`src/sdudc_pkg.sv`:
```
// sdudc_pkg: constants and mode encoding for the six-digit up/down counter
// assumes a 100 MHz ref_clk; every time below is turned into cycles here
package sdudc_pkg;
    localparam int CLK_HZ = 100_000_000;
    // key debounce: least time a key must sit stable, in ms
    localparam int DEBOUNCE_MS = 25;
    localparam int DEBOUNCE_CYC = (CLK_HZ / 1000) * DEBOUNCE_MS;
    // flash rate 1 Hz: half period in ms
    localparam int FLASH_HALF_MS = 500;
    localparam int FLASH_HALF_CYC = (CLK_HZ / 1000) * FLASH_HALF_MS;
    // count step interval in ms (one count per tick while counting)
    localparam int COUNT_TICK_MS = 100;
    localparam int COUNT_TICK_CYC = (CLK_HZ / 1000) * COUNT_TICK_MS;
    // match pulse length in ms
    localparam int PULSE_MS = 100;
    localparam int PULSE_CYC = (CLK_HZ / 1000) * PULSE_MS;
    localparam int CNT_W = 27;
    localparam logic [23:0] DIGITS_ZERO = 24'h00_0000;

    typedef enum logic [8:0] {
        SDUDC_LOCK   = 9'h001,
        SDUDC_SET56  = 9'h002,
        SDUDC_SET34  = 9'h004,
        SDUDC_SET12  = 9'h008,
        SDUDC_ALLFL  = 9'h010,
        SDUDC_NORMAL = 9'h020,
        SDUDC_COUNT  = 9'h040,
        SDUDC_ALARM  = 9'h080,
        SDUDC_SPARE  = 9'h100
    } sdudc_mode_t;
endpackage

```
`src/sdudc_key.sv`:
```
// sdudc_key: debounces one key and gives a one-cycle pulse on each press
// assumes the key level is synchronous to ref_clk, active high
`timescale 1ns/1ps
module sdudc_key #(
    parameter int STABLE_CYC = 2_500_000
) (
    // clock and reset
    input wire logic ref_clk,
    input wire logic sys_rst,
    // key
    input wire logic key_in,
    output logic key_level,
    output logic key_press
);
    import sdudc_pkg::*;

    // release is taken after a quarter window: press plus release then
    // fits 32 presses a second, where two full windows would allow only 20
    localparam int REL_CYC = (STABLE_CYC / 4 > 0) ? STABLE_CYC / 4 : 1;

    logic [CNT_W-1:0] tmr_r, tmr_nxt;
    logic lvl_r, lvl_nxt;
    logic prs_r, prs_nxt;

    // a press is accepted only after it stays put for the full window, a release after a quarter window
    always_comb begin
        tmr_nxt = tmr_r;
        lvl_nxt = lvl_r;
        prs_nxt = 1'b0;
        if (key_in == lvl_r) begin
            tmr_nxt = '0;
        end else if (tmr_r >= CNT_W'((lvl_r ? REL_CYC : STABLE_CYC) - 1)) begin
            tmr_nxt = '0;
            lvl_nxt = key_in;
            prs_nxt = key_in;
        end else begin
            tmr_nxt = tmr_r + 1'b1;
        end
    end

    always_ff @(posedge ref_clk) begin
        if (sys_rst) begin
            tmr_r <= '0;
            lvl_r <= 1'b0;
            prs_r <= 1'b0;
        end else begin
            tmr_r <= tmr_nxt;
            lvl_r <= lvl_nxt;
            prs_r <= prs_nxt;
        end
    end

    assign key_level = lvl_r;
    assign key_press = prs_r;
endmodule

```
`src/sdudc_top.sv`:
```
// sdudc_top: mode sequencer, digit setting and counting for the counter
// assumes keys are active-high, synchronous levels; display driver is outside
`timescale 1ns/1ps
module sdudc_top #(
    // timing in ref_clk cycles; defaults are the silicon values, a bench may shorten them
    parameter int DEB_CYC = sdudc_pkg::DEBOUNCE_CYC,
    parameter int FLASH_CYC = sdudc_pkg::FLASH_HALF_CYC,
    parameter int TICK_CYC = sdudc_pkg::COUNT_TICK_CYC,
    parameter int PULSE_LEN = sdudc_pkg::PULSE_CYC
) (
    // clock and reset
    input wire logic ref_clk,
    input wire logic sys_rst,
    // front-panel keys, high while pressed
    input wire logic mode_key,
    input wire logic step_key,
    input wire logic clear_key,
    input wire logic direction_select_key,
    // display contents: six bcd digits, digit 1 in the low nibble
    output logic [23:0] disp_digits,
    output logic [5:0] disp_blank,
    output logic disp_all_on,
    output logic dir_flag_on,
    output logic dir_is_down,
    output logic [8:0] mode_state,
    // alarm outputs
    output logic alarm_tone_out,
    output logic match_pulse_out
);
    import sdudc_pkg::*;

    // bcd increment of one two-digit pair, wrapping 99 to 00
    function automatic logic [7:0] bcd2_inc(input logic [7:0] v);
        logic [7:0] r;
        r = v;
        if (v[3:0] == 4'h9) begin
            r[3:0] = 4'h0;
            r[7:4] = (v[7:4] == 4'h9) ? 4'h0 : v[7:4] + 4'h1;
        end else begin
            r[3:0] = v[3:0] + 4'h1;
        end
        return r;
    endfunction

    // bcd step of six digits, up or down, used by the counting path
    function automatic logic [23:0] bcd6_step(input logic [23:0] v, input logic dn);
        logic [23:0] r;
        logic carry;
        r = v;
        carry = 1'b1;
        for (int i = 0; i < 6; i++) begin
            if (carry) begin
                if (!dn) begin
                    if (v[i*4 +: 4] == 4'h9) begin
                        r[i*4 +: 4] = 4'h0;
                    end else begin
                        r[i*4 +: 4] = v[i*4 +: 4] + 4'h1;
                        carry = 1'b0;
                    end
                end else begin
                    if (v[i*4 +: 4] == 4'h0) begin
                        r[i*4 +: 4] = 4'h9;
                    end else begin
                        r[i*4 +: 4] = v[i*4 +: 4] - 4'h1;
                        carry = 1'b0;
                    end
                end
            end
        end
        return r;
    endfunction

    // debounced keys; 25 ms press and quarter-window release allow 32 presses/s
    logic [3:0] key_raw;
    logic [3:0] key_lvl;
    logic [3:0] key_prs;
    assign key_raw = {direction_select_key, clear_key, step_key, mode_key};

    genvar g;
    generate
        for (g = 0; g < 4; g++) begin : g_key
            sdudc_key #(
                .STABLE_CYC(DEB_CYC)
            ) u_key (
                .ref_clk(ref_clk),
                .sys_rst(sys_rst),
                .key_in(key_raw[g]),
                .key_level(key_lvl[g]),
                .key_press(key_prs[g])
            );
        end
    endgenerate

    logic mode_p, step_p, clr_p, dir_p, lamp_hold;
    assign mode_p = key_prs[0];
    assign step_p = key_prs[1];
    assign clr_p = key_prs[2];
    assign dir_p = key_prs[3];
    assign lamp_hold = key_lvl[0] & key_lvl[1] & key_lvl[2];

    // state
    sdudc_mode_t st_r, st_nxt;
    logic [23:0] tgt_r, tgt_nxt;
    logic [23:0] cnt_r, cnt_nxt;
    logic down_r, down_nxt;
    logic [CNT_W-1:0] fl_tmr_r, fl_tmr_nxt;
    logic fl_ph_r, fl_ph_nxt;
    logic [CNT_W-1:0] tick_r, tick_nxt;
    logic [CNT_W-1:0] pls_r, pls_nxt;
    logic tone_r, tone_nxt;
    logic pout_r, pout_nxt;
    logic [23:0] dd_r, dd_nxt;
    logic [5:0] bl_r, bl_nxt;
    logic allon_r, allon_nxt;
    logic flag_r, flag_nxt;
    logic dn_o_r, dn_o_nxt;
    logic [8:0] mst_r, mst_nxt;

    // 1 Hz flash phase, free running
    always_comb begin
        fl_tmr_nxt = fl_tmr_r + 1'b1;
        fl_ph_nxt = fl_ph_r;
        if (fl_tmr_r >= CNT_W'(FLASH_CYC - 1)) begin
            fl_tmr_nxt = '0;
            fl_ph_nxt = ~fl_ph_r;
        end
    end

    // mode sequencer, target and running count
    always_comb begin
        st_nxt = st_r;
        tgt_nxt = tgt_r;
        cnt_nxt = cnt_r;
        down_nxt = down_r;
        tick_nxt = '0;
        pls_nxt = (pls_r != '0) ? pls_r - 1'b1 : pls_r;
        tone_nxt = tone_r;
        if (clr_p) begin
            st_nxt = SDUDC_LOCK;
            tone_nxt = 1'b0;
            pls_nxt = '0;
        end else begin
            case (st_r)
                SDUDC_LOCK: begin
                    if (mode_p) begin
                        st_nxt = SDUDC_SET56;
                    end
                end
                SDUDC_SET56: begin
                    if (step_p) begin
                        tgt_nxt[23:16] = bcd2_inc(tgt_r[23:16]);
                    end else if (mode_p) begin
                        st_nxt = SDUDC_SET34;
                    end
                end
                SDUDC_SET34: begin
                    if (step_p) begin
                        tgt_nxt[15:8] = bcd2_inc(tgt_r[15:8]);
                    end else if (mode_p) begin
                        st_nxt = SDUDC_SET12;
                    end
                end
                SDUDC_SET12: begin
                    if (step_p) begin
                        tgt_nxt[7:0] = bcd2_inc(tgt_r[7:0]);
                    end else if (mode_p) begin
                        st_nxt = SDUDC_ALLFL;
                    end
                end
                SDUDC_ALLFL: begin
                    if (dir_p) begin
                        down_nxt = ~down_r;
                    end
                    if (mode_p) begin
                        st_nxt = SDUDC_NORMAL;
                        cnt_nxt = down_r ? tgt_r : DIGITS_ZERO;
                    end
                end
                SDUDC_NORMAL: begin
                    if (mode_p) begin
                        st_nxt = SDUDC_SET56;
                    end else if (step_p) begin
                        st_nxt = SDUDC_COUNT;
                    end
                end
                SDUDC_COUNT: begin
                    if (cnt_r == (down_r ? DIGITS_ZERO : tgt_r)) begin
                        st_nxt = SDUDC_ALARM;
                        tone_nxt = 1'b1;
                        pls_nxt = CNT_W'(PULSE_LEN);
                    end else if (tick_r >= CNT_W'(TICK_CYC - 1)) begin
                        cnt_nxt = bcd6_step(cnt_r, down_r);
                    end else begin
                        tick_nxt = tick_r + 1'b1;
                    end
                end
                SDUDC_ALARM: begin
                    // mode and step presses fall through untouched
                    st_nxt = SDUDC_ALARM;
                end
                default: begin
                    st_nxt = SDUDC_LOCK;
                end
            endcase
        end
    end

    // display and output image, all registered
    always_comb begin
        dd_nxt = DIGITS_ZERO;
        bl_nxt = 6'h00;
        flag_nxt = 1'b1;
        pout_nxt = (pls_nxt != '0);
        case (st_nxt)
            SDUDC_SET56, SDUDC_SET34, SDUDC_SET12: begin
                dd_nxt = tgt_nxt;
                flag_nxt = 1'b0;
                if (fl_ph_r) begin
                    bl_nxt = (st_nxt == SDUDC_SET56) ? 6'h30 :
                             (st_nxt == SDUDC_SET34) ? 6'h0c : 6'h03;
                end
            end
            SDUDC_ALLFL: begin
                dd_nxt = tgt_nxt;
                bl_nxt = fl_ph_r ? 6'h3f : 6'h00;
            end
            SDUDC_LOCK: begin
                dd_nxt = tgt_nxt;
            end
            default: begin
                dd_nxt = cnt_nxt;
            end
        endcase
        mst_nxt = 9'(st_nxt);
        dn_o_nxt = down_nxt;
    end

    // lamp test overrides all-on, blanking, flag and tone while held; digits and direction pass through
    logic tone_o_r, tone_o_nxt;
    always_comb begin
        tone_o_nxt = tone_nxt | lamp_hold;
        allon_nxt = lamp_hold;
    end

    always_ff @(posedge ref_clk) begin
        if (sys_rst) begin
            st_r <= SDUDC_LOCK;
            tgt_r <= DIGITS_ZERO;
            cnt_r <= DIGITS_ZERO;
            down_r <= 1'b0;
            fl_tmr_r <= '0;
            fl_ph_r <= 1'b0;
            tick_r <= '0;
            pls_r <= '0;
            tone_r <= 1'b0;
            tone_o_r <= 1'b0;
            pout_r <= 1'b0;
            dd_r <= DIGITS_ZERO;
            bl_r <= 6'h00;
            allon_r <= 1'b0;
            flag_r <= 1'b1;
            dn_o_r <= 1'b0;
            mst_r <= 9'h001;
        end else begin
            st_r <= st_nxt;
            tgt_r <= tgt_nxt;
            cnt_r <= cnt_nxt;
            down_r <= down_nxt;
            fl_tmr_r <= fl_tmr_nxt;
            fl_ph_r <= fl_ph_nxt;
            tick_r <= tick_nxt;
            pls_r <= pls_nxt;
            tone_r <= tone_nxt;
            tone_o_r <= tone_o_nxt;
            pout_r <= pout_nxt;
            dd_r <= dd_nxt;
            bl_r <= lamp_hold ? 6'h00 : bl_nxt;
            allon_r <= allon_nxt;
            flag_r <= flag_nxt | lamp_hold;
            dn_o_r <= dn_o_nxt;
            mst_r <= mst_nxt;
        end
    end

    assign disp_digits = dd_r;
    assign disp_blank = bl_r;
    assign disp_all_on = allon_r;
    assign dir_flag_on = flag_r;
    assign dir_is_down = dn_o_r;
    assign mode_state = mst_r;
    assign alarm_tone_out = tone_o_r;
    assign match_pulse_out = pout_r;
endmodule

```
`config.mk`:
```
export PLATFORM = sky130hd
export DESIGN_NAME = sdudc_top
export DESIGN_NICKNAME = d
export VERILOG_FILES = /design/src/sdudc_pkg.sv /design/src/sdudc_key.sv /design/src/sdudc_top.sv
export SDC_FILE = /design/constraint.sdc
export NUM_CORES = 1
export LEC_CHECK = 0
export BUFFER_PORTS_ARGS = -buffer_cell sky130_fd_sc_hd__buf_2
export CORE_ASPECT_RATIO = 0.75
export CORE_MARGIN = 2
export CORE_UTILIZATION = 40
export CTS_CLUSTER_DIAMETER = 40
export DETAILED_ROUTE_END_ITERATION = 8
export MAX_ROUTING_LAYER = met4
export PLACE_DENSITY = 0.57
export SKIP_LAST_GASP = 1
export SYNTH_ARGS = -nofsm -noshare
export SYNTH_HDL_FRONTEND = slang
export SYNTH_SLANG_ARGS = --single-unit
```
`constraint.sdc`:
```
create_clock -name ref_clk -period 9.25 [get_ports ref_clk]
set_input_delay 0.925 -clock ref_clk [delete_from_list [all_inputs] [get_ports ref_clk]]
set_output_delay 0.925 -clock ref_clk [all_outputs]
set_load 0.02 [all_outputs]
```
==> impl_metrics.yaml, run 1 <==
critical_path:
  worst_setup_path_end_kind: "flip-flop"
  ff2ff_path_depth: 7
  cp.arrival_ps: 4400
  worstPathCellList: "buf_4 -> or4_1 -> a32o_1 -> nor4_4 -> nand3_1 -> nand2b_1 -> nor2_1"
  required_ps: 9630
  cp.depth: 7
  path_class: "flip-flop to flip-flop"
  worst-path-buf-inv: 1
  start_kind: "flip-flop"
  slowest_delay_ps: 760
  critical_path.slowest_cell: "nand2b_1"
  crit_family: "simple AND/OR/NAND/NOR gates"
  path_max_fanout: 49
layout:
  final_cells: 2446
  synthToLayoutAreaGrowth_pct: 12.70
  drive_gt1_share_pct: 8.532
  regArea_um2: 5767
  nFillCells: 3788
  fin_nets: 1992
  multi_input_area_um2: 9331
  diodes: 0
clocking:
  postCtsHoldBufs: 0
  insertion_delay_ps: 540
  cts_tree: "yes"
  cts_resized: 0
  root_buffer: "clkbuf_16"
  cts.sinks: 288
  clockBufferDepth: 3
  cts.htree.levels: 2
  cts.clk_slew.worst_paths_ps: 60
  cts_buffers: 41
  postCtsSetupBuffers: 0
sta:
  final.setup.tns_ps: 0
  finClkSkew_ps: 19.46
  fin_crit_ps: 4019
  finalSetupViolCount: 0
  worst_pin_slew_ps: 1157
  hold_violations: 0
  finalMaxSlewViolations: 0
  rsz0062_at_grt: "false"
  slew_headroom_pct: 22.19
  period_share_pct: 43.45
  clock.fmax_ghz: 0.2488
yosys:
  ys_seq_elements: 288
  synth_ff_type: "dfxtp_1"
  postSynthCellCount: 1891
  yosysWarnings: 0
  syn_area_um2: 15640
  synth_edf_count: 0
  ys_seq_area_share_pct: 36.86
  ys_types: 86
  synth_area_per_cell_um2: 8.272
  async_reset_ff_share_pct: 0
die:
  io_pins: 50
  fp.coreArea_um2: 38400
  fp.dieW_um: 232.3
  die_h_um: 175.3
  dieArea_um2: 40720
  start_util_pct: 40.74
  core.rowCount: 62
place:
  hpwl_mm: 27.00
  globalplace.congestion: 0.8775
  port_buffers: 49
  dp.cells: 2372
global_route:
  grt_pass1_wl_mm: 62.45
  overflow: 0
  antenna_found_initial: 1
  grt_pass1_vias: 12060
  grt.total_usage_pct: 19.17
  grt_max_degree: 53
detailed_routing:
  dr.pass1.iters: 8
  postRouteAntennaNets: 0
  wirelength_mm: 38.13
  vias_per_cell: 5.314
  wl_per_cell_um: 15.59
  drt-initial-drc-count: 868
  vias: 13000
  route.detailed.drc: 0
run_status:
  status: "completed"
power:
  leakagePower_nw: 6.620
  p_per_area_nw_per_um2: 202.4
  irDropWorstVdd_mv: 0.1295
job:
  maxCapViolCount: 0
min_path:
  hold_path_depth: 1
  hp-class: "flip-flop to flip-flop"
## registers in the layout, indices dropped and copies added (netlist names), 3 cells and up
name	cells
g_key.u_key.tmr_r	108
fl_tmr_r	27
pls_r	27
tick_r	27
cnt_r	24
disp_digits	24
tgt_r	24
mode_state	9
g_key.u_key.key_level	4
g_key.u_key.key_press	4
disp_blank	3
## metal layers
metal	share of wire [%]	track usage, %	vias up	wire, um
met5	0	-	-	0
met4	1.9	4.567	0	707
met3	5.8	3.636	57	2198
met2	41	27.52	290	15790
met1	51	27.59	6026	19440
li1	-	-	6626	-
## cell type report
class / count / share of cell area (%)
multi-input combinational: 1464 / 52.93
sequential: 288 / 32.71
clock buffer: 46 / 6.047
tap: 512 / 3.634
clock inverter: 28 / 1.888
timing repair buffer: 55 / 1.661
inverter: 53 / 1.128
## final timing paths
| kind | startpoint | end | slack (ps) |
|---|---|---|---|
| hold / removal | g_key[0].u_key.tmr_r[0] | g_key[0].u_key.tmr_r[0] | 450 |
| hold reg to reg | g_key[0].u_key.tmr_r[0] | g_key[0].u_key.tmr_r[0] | 450 |
| setup / recovery | dir_is_down | pls_r[26] | 5230 |
| setup reg to reg | dir_is_down | pls_r[26] | 5230 |
## logic make-up (layout without fill, tap and decap cells)
group | after synthesis | count (layout) | share of synthesized area [%]
xor gates and xnor gates | 186 | 186 | 10.41
DFF | 288 | 288 | 36.86
muxes | 14 | 14 | 1.304
other | 1 | 21 | 0.02397
AOI/OAI and AO/OA | 335 | 335 | 14.61
adders and majority gates | 83 | 83 | 6.639
buffers and inverters | 159 | 182 | 4.047
and+or+nand+nor | 825 | 825 | 26.10
## power by group
part           switching [W]  internal (W)  total [W]  leakage, nW
clock               0.000622      0.000966    0.00159        0.662
combinational       0.000367      0.000245   0.000612         3.62
sequential         0.0000638       0.00130    0.00137         2.34
total                0.00105       0.00252    0.00357         6.62
## synthesized netlist by cell type (12+ instances only)
cell type	instances	share of area [%]
nor2_1	333	8.0
dfxtp_1	288	37
nand2_1	126	3.0
xor2_1	102	5.7
xnor2_1	84	4.7
ha_1	83	6.6
clkbuf_1	77	1.8
a21oi_1	75	2.4
nand3_1	68	2.2
o21ai_0	59	1.9
inv_1	51	1.2
and3_1	44	1.8
nand4_1	34	1.4
nor3_1	32	1.0
nor2b_1	29	1.2
a211oi_1	26	1.2
nor4_1	25	1.0
nand2b_1	24	0.96
a31oi_1	21	0.84
buf_2	20	0.64
a21o_1	18	0.86
a22oi_1	16	0.77
or3_1	16	0.64
nand3b_1	13	0.62
and4_1	12	0.67
o21a_1	12	0.58
## through the flow
stage | hold slack, ps | setup slack, ps | instance area (um^2) | utilization, % | total power (W)
6_report | 446.8 | 5231 | 17630 | 45.91 | 0.003569
5_1_grt | 466.9 | 4978 | 17630 | 45.91 | 0.003749
4_1_cts | 452.5 | 5238 | 17630 | 45.91 | 0.003604
3_5_place_dp | 438.7 | 5226 | 16230 | 42.27 | 0.001995
3_3_place_gp | 428.2 | 5282 | 16230 | 42.27 | 0.001992
2_1_floorplan | 417.5 | 6340 | 15720 | - | 0.001861
## cells in the final DEF, fill, tap and decap left out, types with 12 or more instances in the layout
cell type	instances
or3_1	16
o21a_1	12
o21ai_0	59
dfxtp_1	287
nor2b_1	29
inv_1	51
xnor2_1	84
a21o_1	18
clkbuf_16	42
nand2_1	126
buf_2	48
nor2_1	333
a31oi_1	21
and3_1	44
a211oi_1	26
nor3_1	32
conb_1	21
xor2_1	102
a22oi_1	16
and4_1	12
nand3b_1	13
nand2b_1	24
nand4_1	34
nand3_1	68
nor4_1	25
a21oi_1	75
ha_1	83
Power figures use the tool's default switching activity.
==> run 2, diff against run 1 <==
--- a/config.mk
+++ b/config.mk
@@ -12,7 +12,7 @@
 export CTS_CLUSTER_DIAMETER = 40
 export DETAILED_ROUTE_END_ITERATION = 8
 export MAX_ROUTING_LAYER = met4
-export PLACE_DENSITY = 0.57
+export PLACE_DENSITY = 0.59
 export SKIP_LAST_GASP = 1
 export SYNTH_ARGS = -nofsm -noshare
 export SYNTH_HDL_FRONTEND = slang
==> constraint.sdc (replaced) <==
create_clock -name ref_clk -period 3.45 [get_ports ref_clk]
set_input_delay 0.345 -clock ref_clk [delete_from_list [all_inputs] [get_ports ref_clk]]
set_output_delay 0.345 -clock ref_clk [all_outputs]
set_load 0.02 [all_outputs]
==> run 2 against run 1 <==
Worst setup slack worse by 5100 ps. First-iteration DRC count up 19%. Non-clock buffer count up 50. Utilization up 1.2 points. Clock power rose to 2.7 times the previous value. Die area unchanged. Maximum frequency up 22%. Via count up 2.6%. Largest power group unchanged.
==> impl_metrics.yaml, run 2 (synthesized netlist as in run 1, its figures left out) <==
sta:
  finalMaxSlewViolations: 0
  clock.fmax_ghz: 0.3045
  finClkSkew_ps: 23.16
  whs_ps: 98.33
  fin_crit_ps: 3284
  final.setup.tns_ps: 0
  worst_pin_slew_ps: 964.5
  hold_violations: 0
  period_share_pct: 95.18
  slew_headroom_pct: 35.70
  layout_setup_ws_ps: 166.5
  finalSetupViolCount: 0
clocking:
  postCtsHoldBufs: 0
  root_buffer: "clkbuf_16"
  cts_tree: "yes"
  cts.htree.levels: 2
  clockBufferDepth: 3
  insertion_delay_ps: 550
  cts.sinks: 288
  cts_buffers: 41
  cts.clk_slew.worst_paths_ps: 60
critical_path:
  path_max_fanout: 7
  start_kind: "flip-flop"
  path_class: "flip-flop to flip-flop"
  cp.arrival_ps: 3740
  required_ps: 3910
  worst_setup_path_end_kind: "flip-flop"
die:
  fp.coreArea_um2: 38400
  fp.dieW_um: 232.3
  io_pins: 50
  die_h_um: 175.3
  core.rowCount: 62
  start_util_pct: 40.74
  dieArea_um2: 40720
global_route:
  grt_pass1_wl_mm: 64.16
  grt_pass1_vias: 12430
  overflow: 0
  grt_max_degree: 53
  antenna_found_initial: 0
  grt.total_usage_pct: 19.72
place:
  post-place-ws_ps: 72.70
  globalplace.congestion: 0.8941
  port_buffers: 49
  placed_area_um2: 16600
  hpwl_mm: 27.82
layout:
  diodes: 0
  design_area_um2: 18080
  layout.cells.most_common_list: "333 x nor2_1, 287 x dfxtp_1, 126 x nand2_1, 102 x xor2_1, 84 x xnor2_1"
  mostFrequentLayoutCell: "nor2_1"
  synthToLayoutAreaGrowth_pct: 15.61
  drive_gt1_share_pct: 11.08
  largest_reg_flops: 108
  fin_nets: 2043
  top_register: "g_key.u_key.tmr_r"
power:
  total_power_w: 0.009691
  power_switching_w: 0.002839
  netSwitchingFraction_pct: 29.30
  p_per_area_nw_per_um2: 535.9
  irDropWorstVdd_mv: 0.4759
  combinationalPowerShare_pct: 17.4
  leakagePower_nw: 6.923
  p_clk_share_pct: 44.8
  intPower_w: 0.006852
  seqPwrFrac_pct: 37.8
run_status:
  status: "completed"
detailed_routing:
  drt-initial-drc-count: 1034
  route.detailed.drc: 0
  wirelength_mm: 39.23
  vias_per_cell: 5.337
  vias: 13330
  dr.pass1.iters: 6
  wl_per_cell_um: 15.70
  postRouteAntennaNets: 0
min_path:
  hp-class: "input pin to flip-flop"
job:
  maxCapViolCount: 0
## run 2: cell types whose count changed in the layout (fill, tap and decap cells not counted), sizes merged
| cell | previous run | this run |
|---|---|---|
| clkbuf | 46 | 49 |
| clkinvlp | 7 | 2 |
| inv | 64 | 66 |
| clkinv | 6 | 7 |
| a2111oi | 7 | 8 |
| buf | 55 | 105 |
## run 2: through the flow
step / util, % / std cells
after floorplan: - / 1911
after global placement: 43.24 / 2420
after detailed placement: 43.24 / 2420
after CTS: 46.95 / 2495
after global routing: 47.10 / 2498
final: 47.10 / 2498
## run 2: path summary, 6_finish.rpt
path	endpoint	start	slack, ps	cells past startpoint
min	g_key[1].u_key.key_press	step_key	100	2
max reg2reg	disp_digits[8]	tgt_r[12]	170	9
max	disp_digits[8]	tgt_r[12]	170	9
min reg2reg	g_key[0].u_key.tmr_r[0]	g_key[0].u_key.tmr_r[0]	440	1
## run 2: worst max-delay path: stages (launching register included)
cell	delay (ps)
dfxtp_1	490
inv_2	110
or4_1	520
a32o_1	310
nor4_4	500
buf_4	240
nand2_2	130
a41oi_1	470
a211oi_1	190
a211oi_1	250
## run 2: power groups by stage
stage / Sequential, W / Clock (W) / Combinational (W)
6_report: 0.00366 / 0.00434 / 0.00169
5_1_grt: 0.00369 / 0.00462 / 0.00187
4_1_cts: 0.00366 / 0.00446 / 0.00167
3_5_place_dp: 0.00373 / 0 / 0.00166
3_3_place_gp: 0.00373 / 0 / 0.00164
2_1_floorplan: 0.00371 / 0 / 0.00128
## run 2: repair_timing
| action | 4_1_cts | 5_1_grt |
|---|---|---|
| buffers inserted | 0 | 2 |
| gates resized for setup | 0 | 3 |
| endpoints found under the setup margin | 0 | 24 |
## run 2: per-layer routing
metal	part of all wire, %	vias up	global-route usage, %
met5	0	-	-
met4	2.0	0	4.995
met3	5.8	66	3.377
met2	42	328	28.53
met1	51	6197	28.30
li1	-	6741	-
## run 2: final cells by class
cell class / instances / area (um^2)
Timing Repair Buffer: 105 / 680.7
Sequential cell: 288 / 5767
Clock buffer: 49 / 1117
Inverter: 53 / 198.9
Clock inverter: 26 / 307.8
Tap cell: 512 / 640.6
Multi-Input combinational cell: 1465 / 9373
Fill cell: 3748 / 20310
==> run 3, diff against run 2 <==
--- a/config.mk
+++ b/config.mk
@@ -11,8 +11,7 @@
 export CORE_UTILIZATION = 40
 export CTS_CLUSTER_DIAMETER = 40
 export DETAILED_ROUTE_END_ITERATION = 8
-export MAX_ROUTING_LAYER = met4
-export PLACE_DENSITY = 0.59
+export PLACE_DENSITY = 0.57
 export SKIP_LAST_GASP = 1
 export SYNTH_ARGS = -nofsm -noshare
 export SYNTH_HDL_FRONTEND = slang
==> constraint.sdc (replaced) <==
create_clock -name ref_clk -period 3.4 [get_ports ref_clk]
set_input_delay 0.34 -clock ref_clk [delete_from_list [all_inputs] [get_ports ref_clk]]
set_output_delay 0.34 -clock ref_clk [all_outputs]
set_load 0.02 [all_outputs]
==> run 3 against run 2 <==
Design area rose by 0.12%. Clock skew fell by 7.6 ps. Sequential power rose by 2%. Final cell count did not move. Register-to-register slack improved by 170 ps. Total power rose by 4.0%. Utilization rose by 0.055 points. Sequential share of layout area barely moved. Critical path type unchanged. Largest power group unchanged.
==> impl_metrics.yaml, run 3 (synthesized netlist as in run 1, its figures left out) <==
clocking:
  cts.sinks: 288
  postCtsHoldBufs: 0
  cts_resized: 0
  cts_tree: "yes"
  cts.clk_slew.worst_paths_ps: 60
  cts.htree.levels: 2
  cts_buffers: 44
  insertion_delay_ps: 560
  clockBufferDepth: 3
  postCtsSetupBuffers: 0
  root_buffer: "clkbuf_16"
detailed_routing:
  route.detailed.drc: 0
  wirelength_mm: 38.63
  vias: 13260
  vias_per_cell: 5.310
  postRouteAntennaNets: 0
  drt-initial-drc-count: 955
  wl_per_cell_um: 15.46
  dr.pass1.iters: 5
sta:
  hold_violations: 0
  finalSetupViolCount: 0
  rsz0062_at_grt: "false"
  period_share_pct: 90.22
  clock.fmax_ghz: 0.3260
  fin_crit_ps: 3067
  worst_pin_slew_ps: 754.9
  finClkSkew_ps: 15.59
  whs_ps: 55.25
  final.setup.tns_ps: 0
  finalMaxSlewViolations: 0
  slew_headroom_pct: 48.37
global_route:
  grt_max_degree: 50
  antenna_found_initial: 2
  grt_pass1_wl_mm: 63.54
  overflow: 0
  grt_pass1_vias: 12140
  grt.total_usage_pct: 18.92
critical_path:
  reg2reg_to: "disp_digits[22]"
  path_class: "flip-flop to flip-flop"
  reg2reg_setup_slack_ps: 330
  path_max_fanout: 25
  r2r-start: "dir_is_down"
  cp.arrival_ps: 3490
  start_kind: "flip-flop"
  required_ps: 3820
  worst_setup_path_end_kind: "flip-flop"
  ff2ff_path_depth: 9
power:
  irDropWorstVdd_mv: 0.4113
  leakagePower_nw: 6.919
  total_power_w: 0.01008
  p_per_area_nw_per_um2: 556.9
job:
  maxCapViolCount: 0
layout:
  layout.cells.most_common_list: "333 x nor2_1, 287 x dfxtp_1, 126 x nand2_1, 102 x xor2_1, 84 x xnor2_1"
  top_register: "g_key.u_key.tmr_r"
  mostFrequentLayoutCell: "nor2_1"
  drive_gt1_share_pct: 10.93
  nFillCells: 3695
  synthToLayoutAreaGrowth_pct: 15.75
  fin_nets: 2040
  diodes: 0
  largest_reg_flops: 108
  final_cells: 2498
min_path:
  hold_path_depth: 3
  hp-class: "input pin to flip-flop"
  hold_start: "mode_key"
  whs_endpoint: "g_key[0].u_key.key_level"
die:
  fp.coreArea_um2: 38400
  io_pins: 50
  dieArea_um2: 40720
  fp.dieW_um: 232.3
  start_util_pct: 40.74
  core.rowCount: 62
  die_h_um: 175.3
place:
  globalplace.congestion: 0.8683
  port_buffers: 49
  dp.cells: 2417
  hpwl_mm: 27.70
run_status:
  status: "completed"
-- run 3: metrics by stage --
stage | setup WS [ps] | area, um^2 | util [%]
after floorplan | 489.9 | 15720 | -
after global placement | 386.1 | 16570 | 43.15
after detailed placement | 270.3 | 16570 | 43.15
after CTS | 233.4 | 18100 | 47.14
after global routing | 8.529 | 18110 | 47.15
final | 332.5 | 18110 | 47.15
-- run 3: worst max path at each step --
| stage | startpoint | to |
|---|---|---|
| after floorplan | g_key[1].u_key.key_level | g_key[1].u_key.tmr_r[15] |
| after global placement | dir_is_down | disp_digits[20] |
| after detailed placement | g_key[0].u_key.key_press | disp_digits[12] |
| after CTS | g_key[0].u_key.key_press | disp_digits[13] |
| after global routing | dir_is_down | disp_digits[22] |
| final | dir_is_down | disp_digits[22] |
-- run 3: critical path: stages, from the launching register on --
cell	delay, ps
dfxtp_2	590
buf_4	270
nand4bb_1	180
a221oi_2	420
and3_1	400
nand2_1	110
a2111oi_2	450
nor3b_1	100
a211oi_1	290
a211oi_1	110
-- run 3: report_power, final --
group / internal, W / switching, W / leakage, nW
Sequential: 0.00355 / 0.000166 / 2.34
Clock: 0.00283 / 0.00182 / 0.733
Combinational: 0.000698 / 0.00102 / 3.85
Total: 0.00708 / 0.00300 / 6.92
-- run 3: area by class of cell --
cell class	instances	area, um^2	share of cell area (%)
flip-flops and latches	288	5767	31.85
clock buffers	51	1157	6.392
repair buffers	100	630.6	3.483
clock inverters	30	374.1	2.066
multi-input cells	1464	9338	51.57
well taps	512	640.6	3.538
inverters	53	198.9	1.099
-- run 3: metal layers --
layer	vias to the layer above	part of all wire [%]	track usage (%)
met5	-	0	0
met4	0	1.7	4.567
met3	59	5.8	3.864
met2	324	42	28.26
met1	6151	50	27.71
li1	6730	-	-
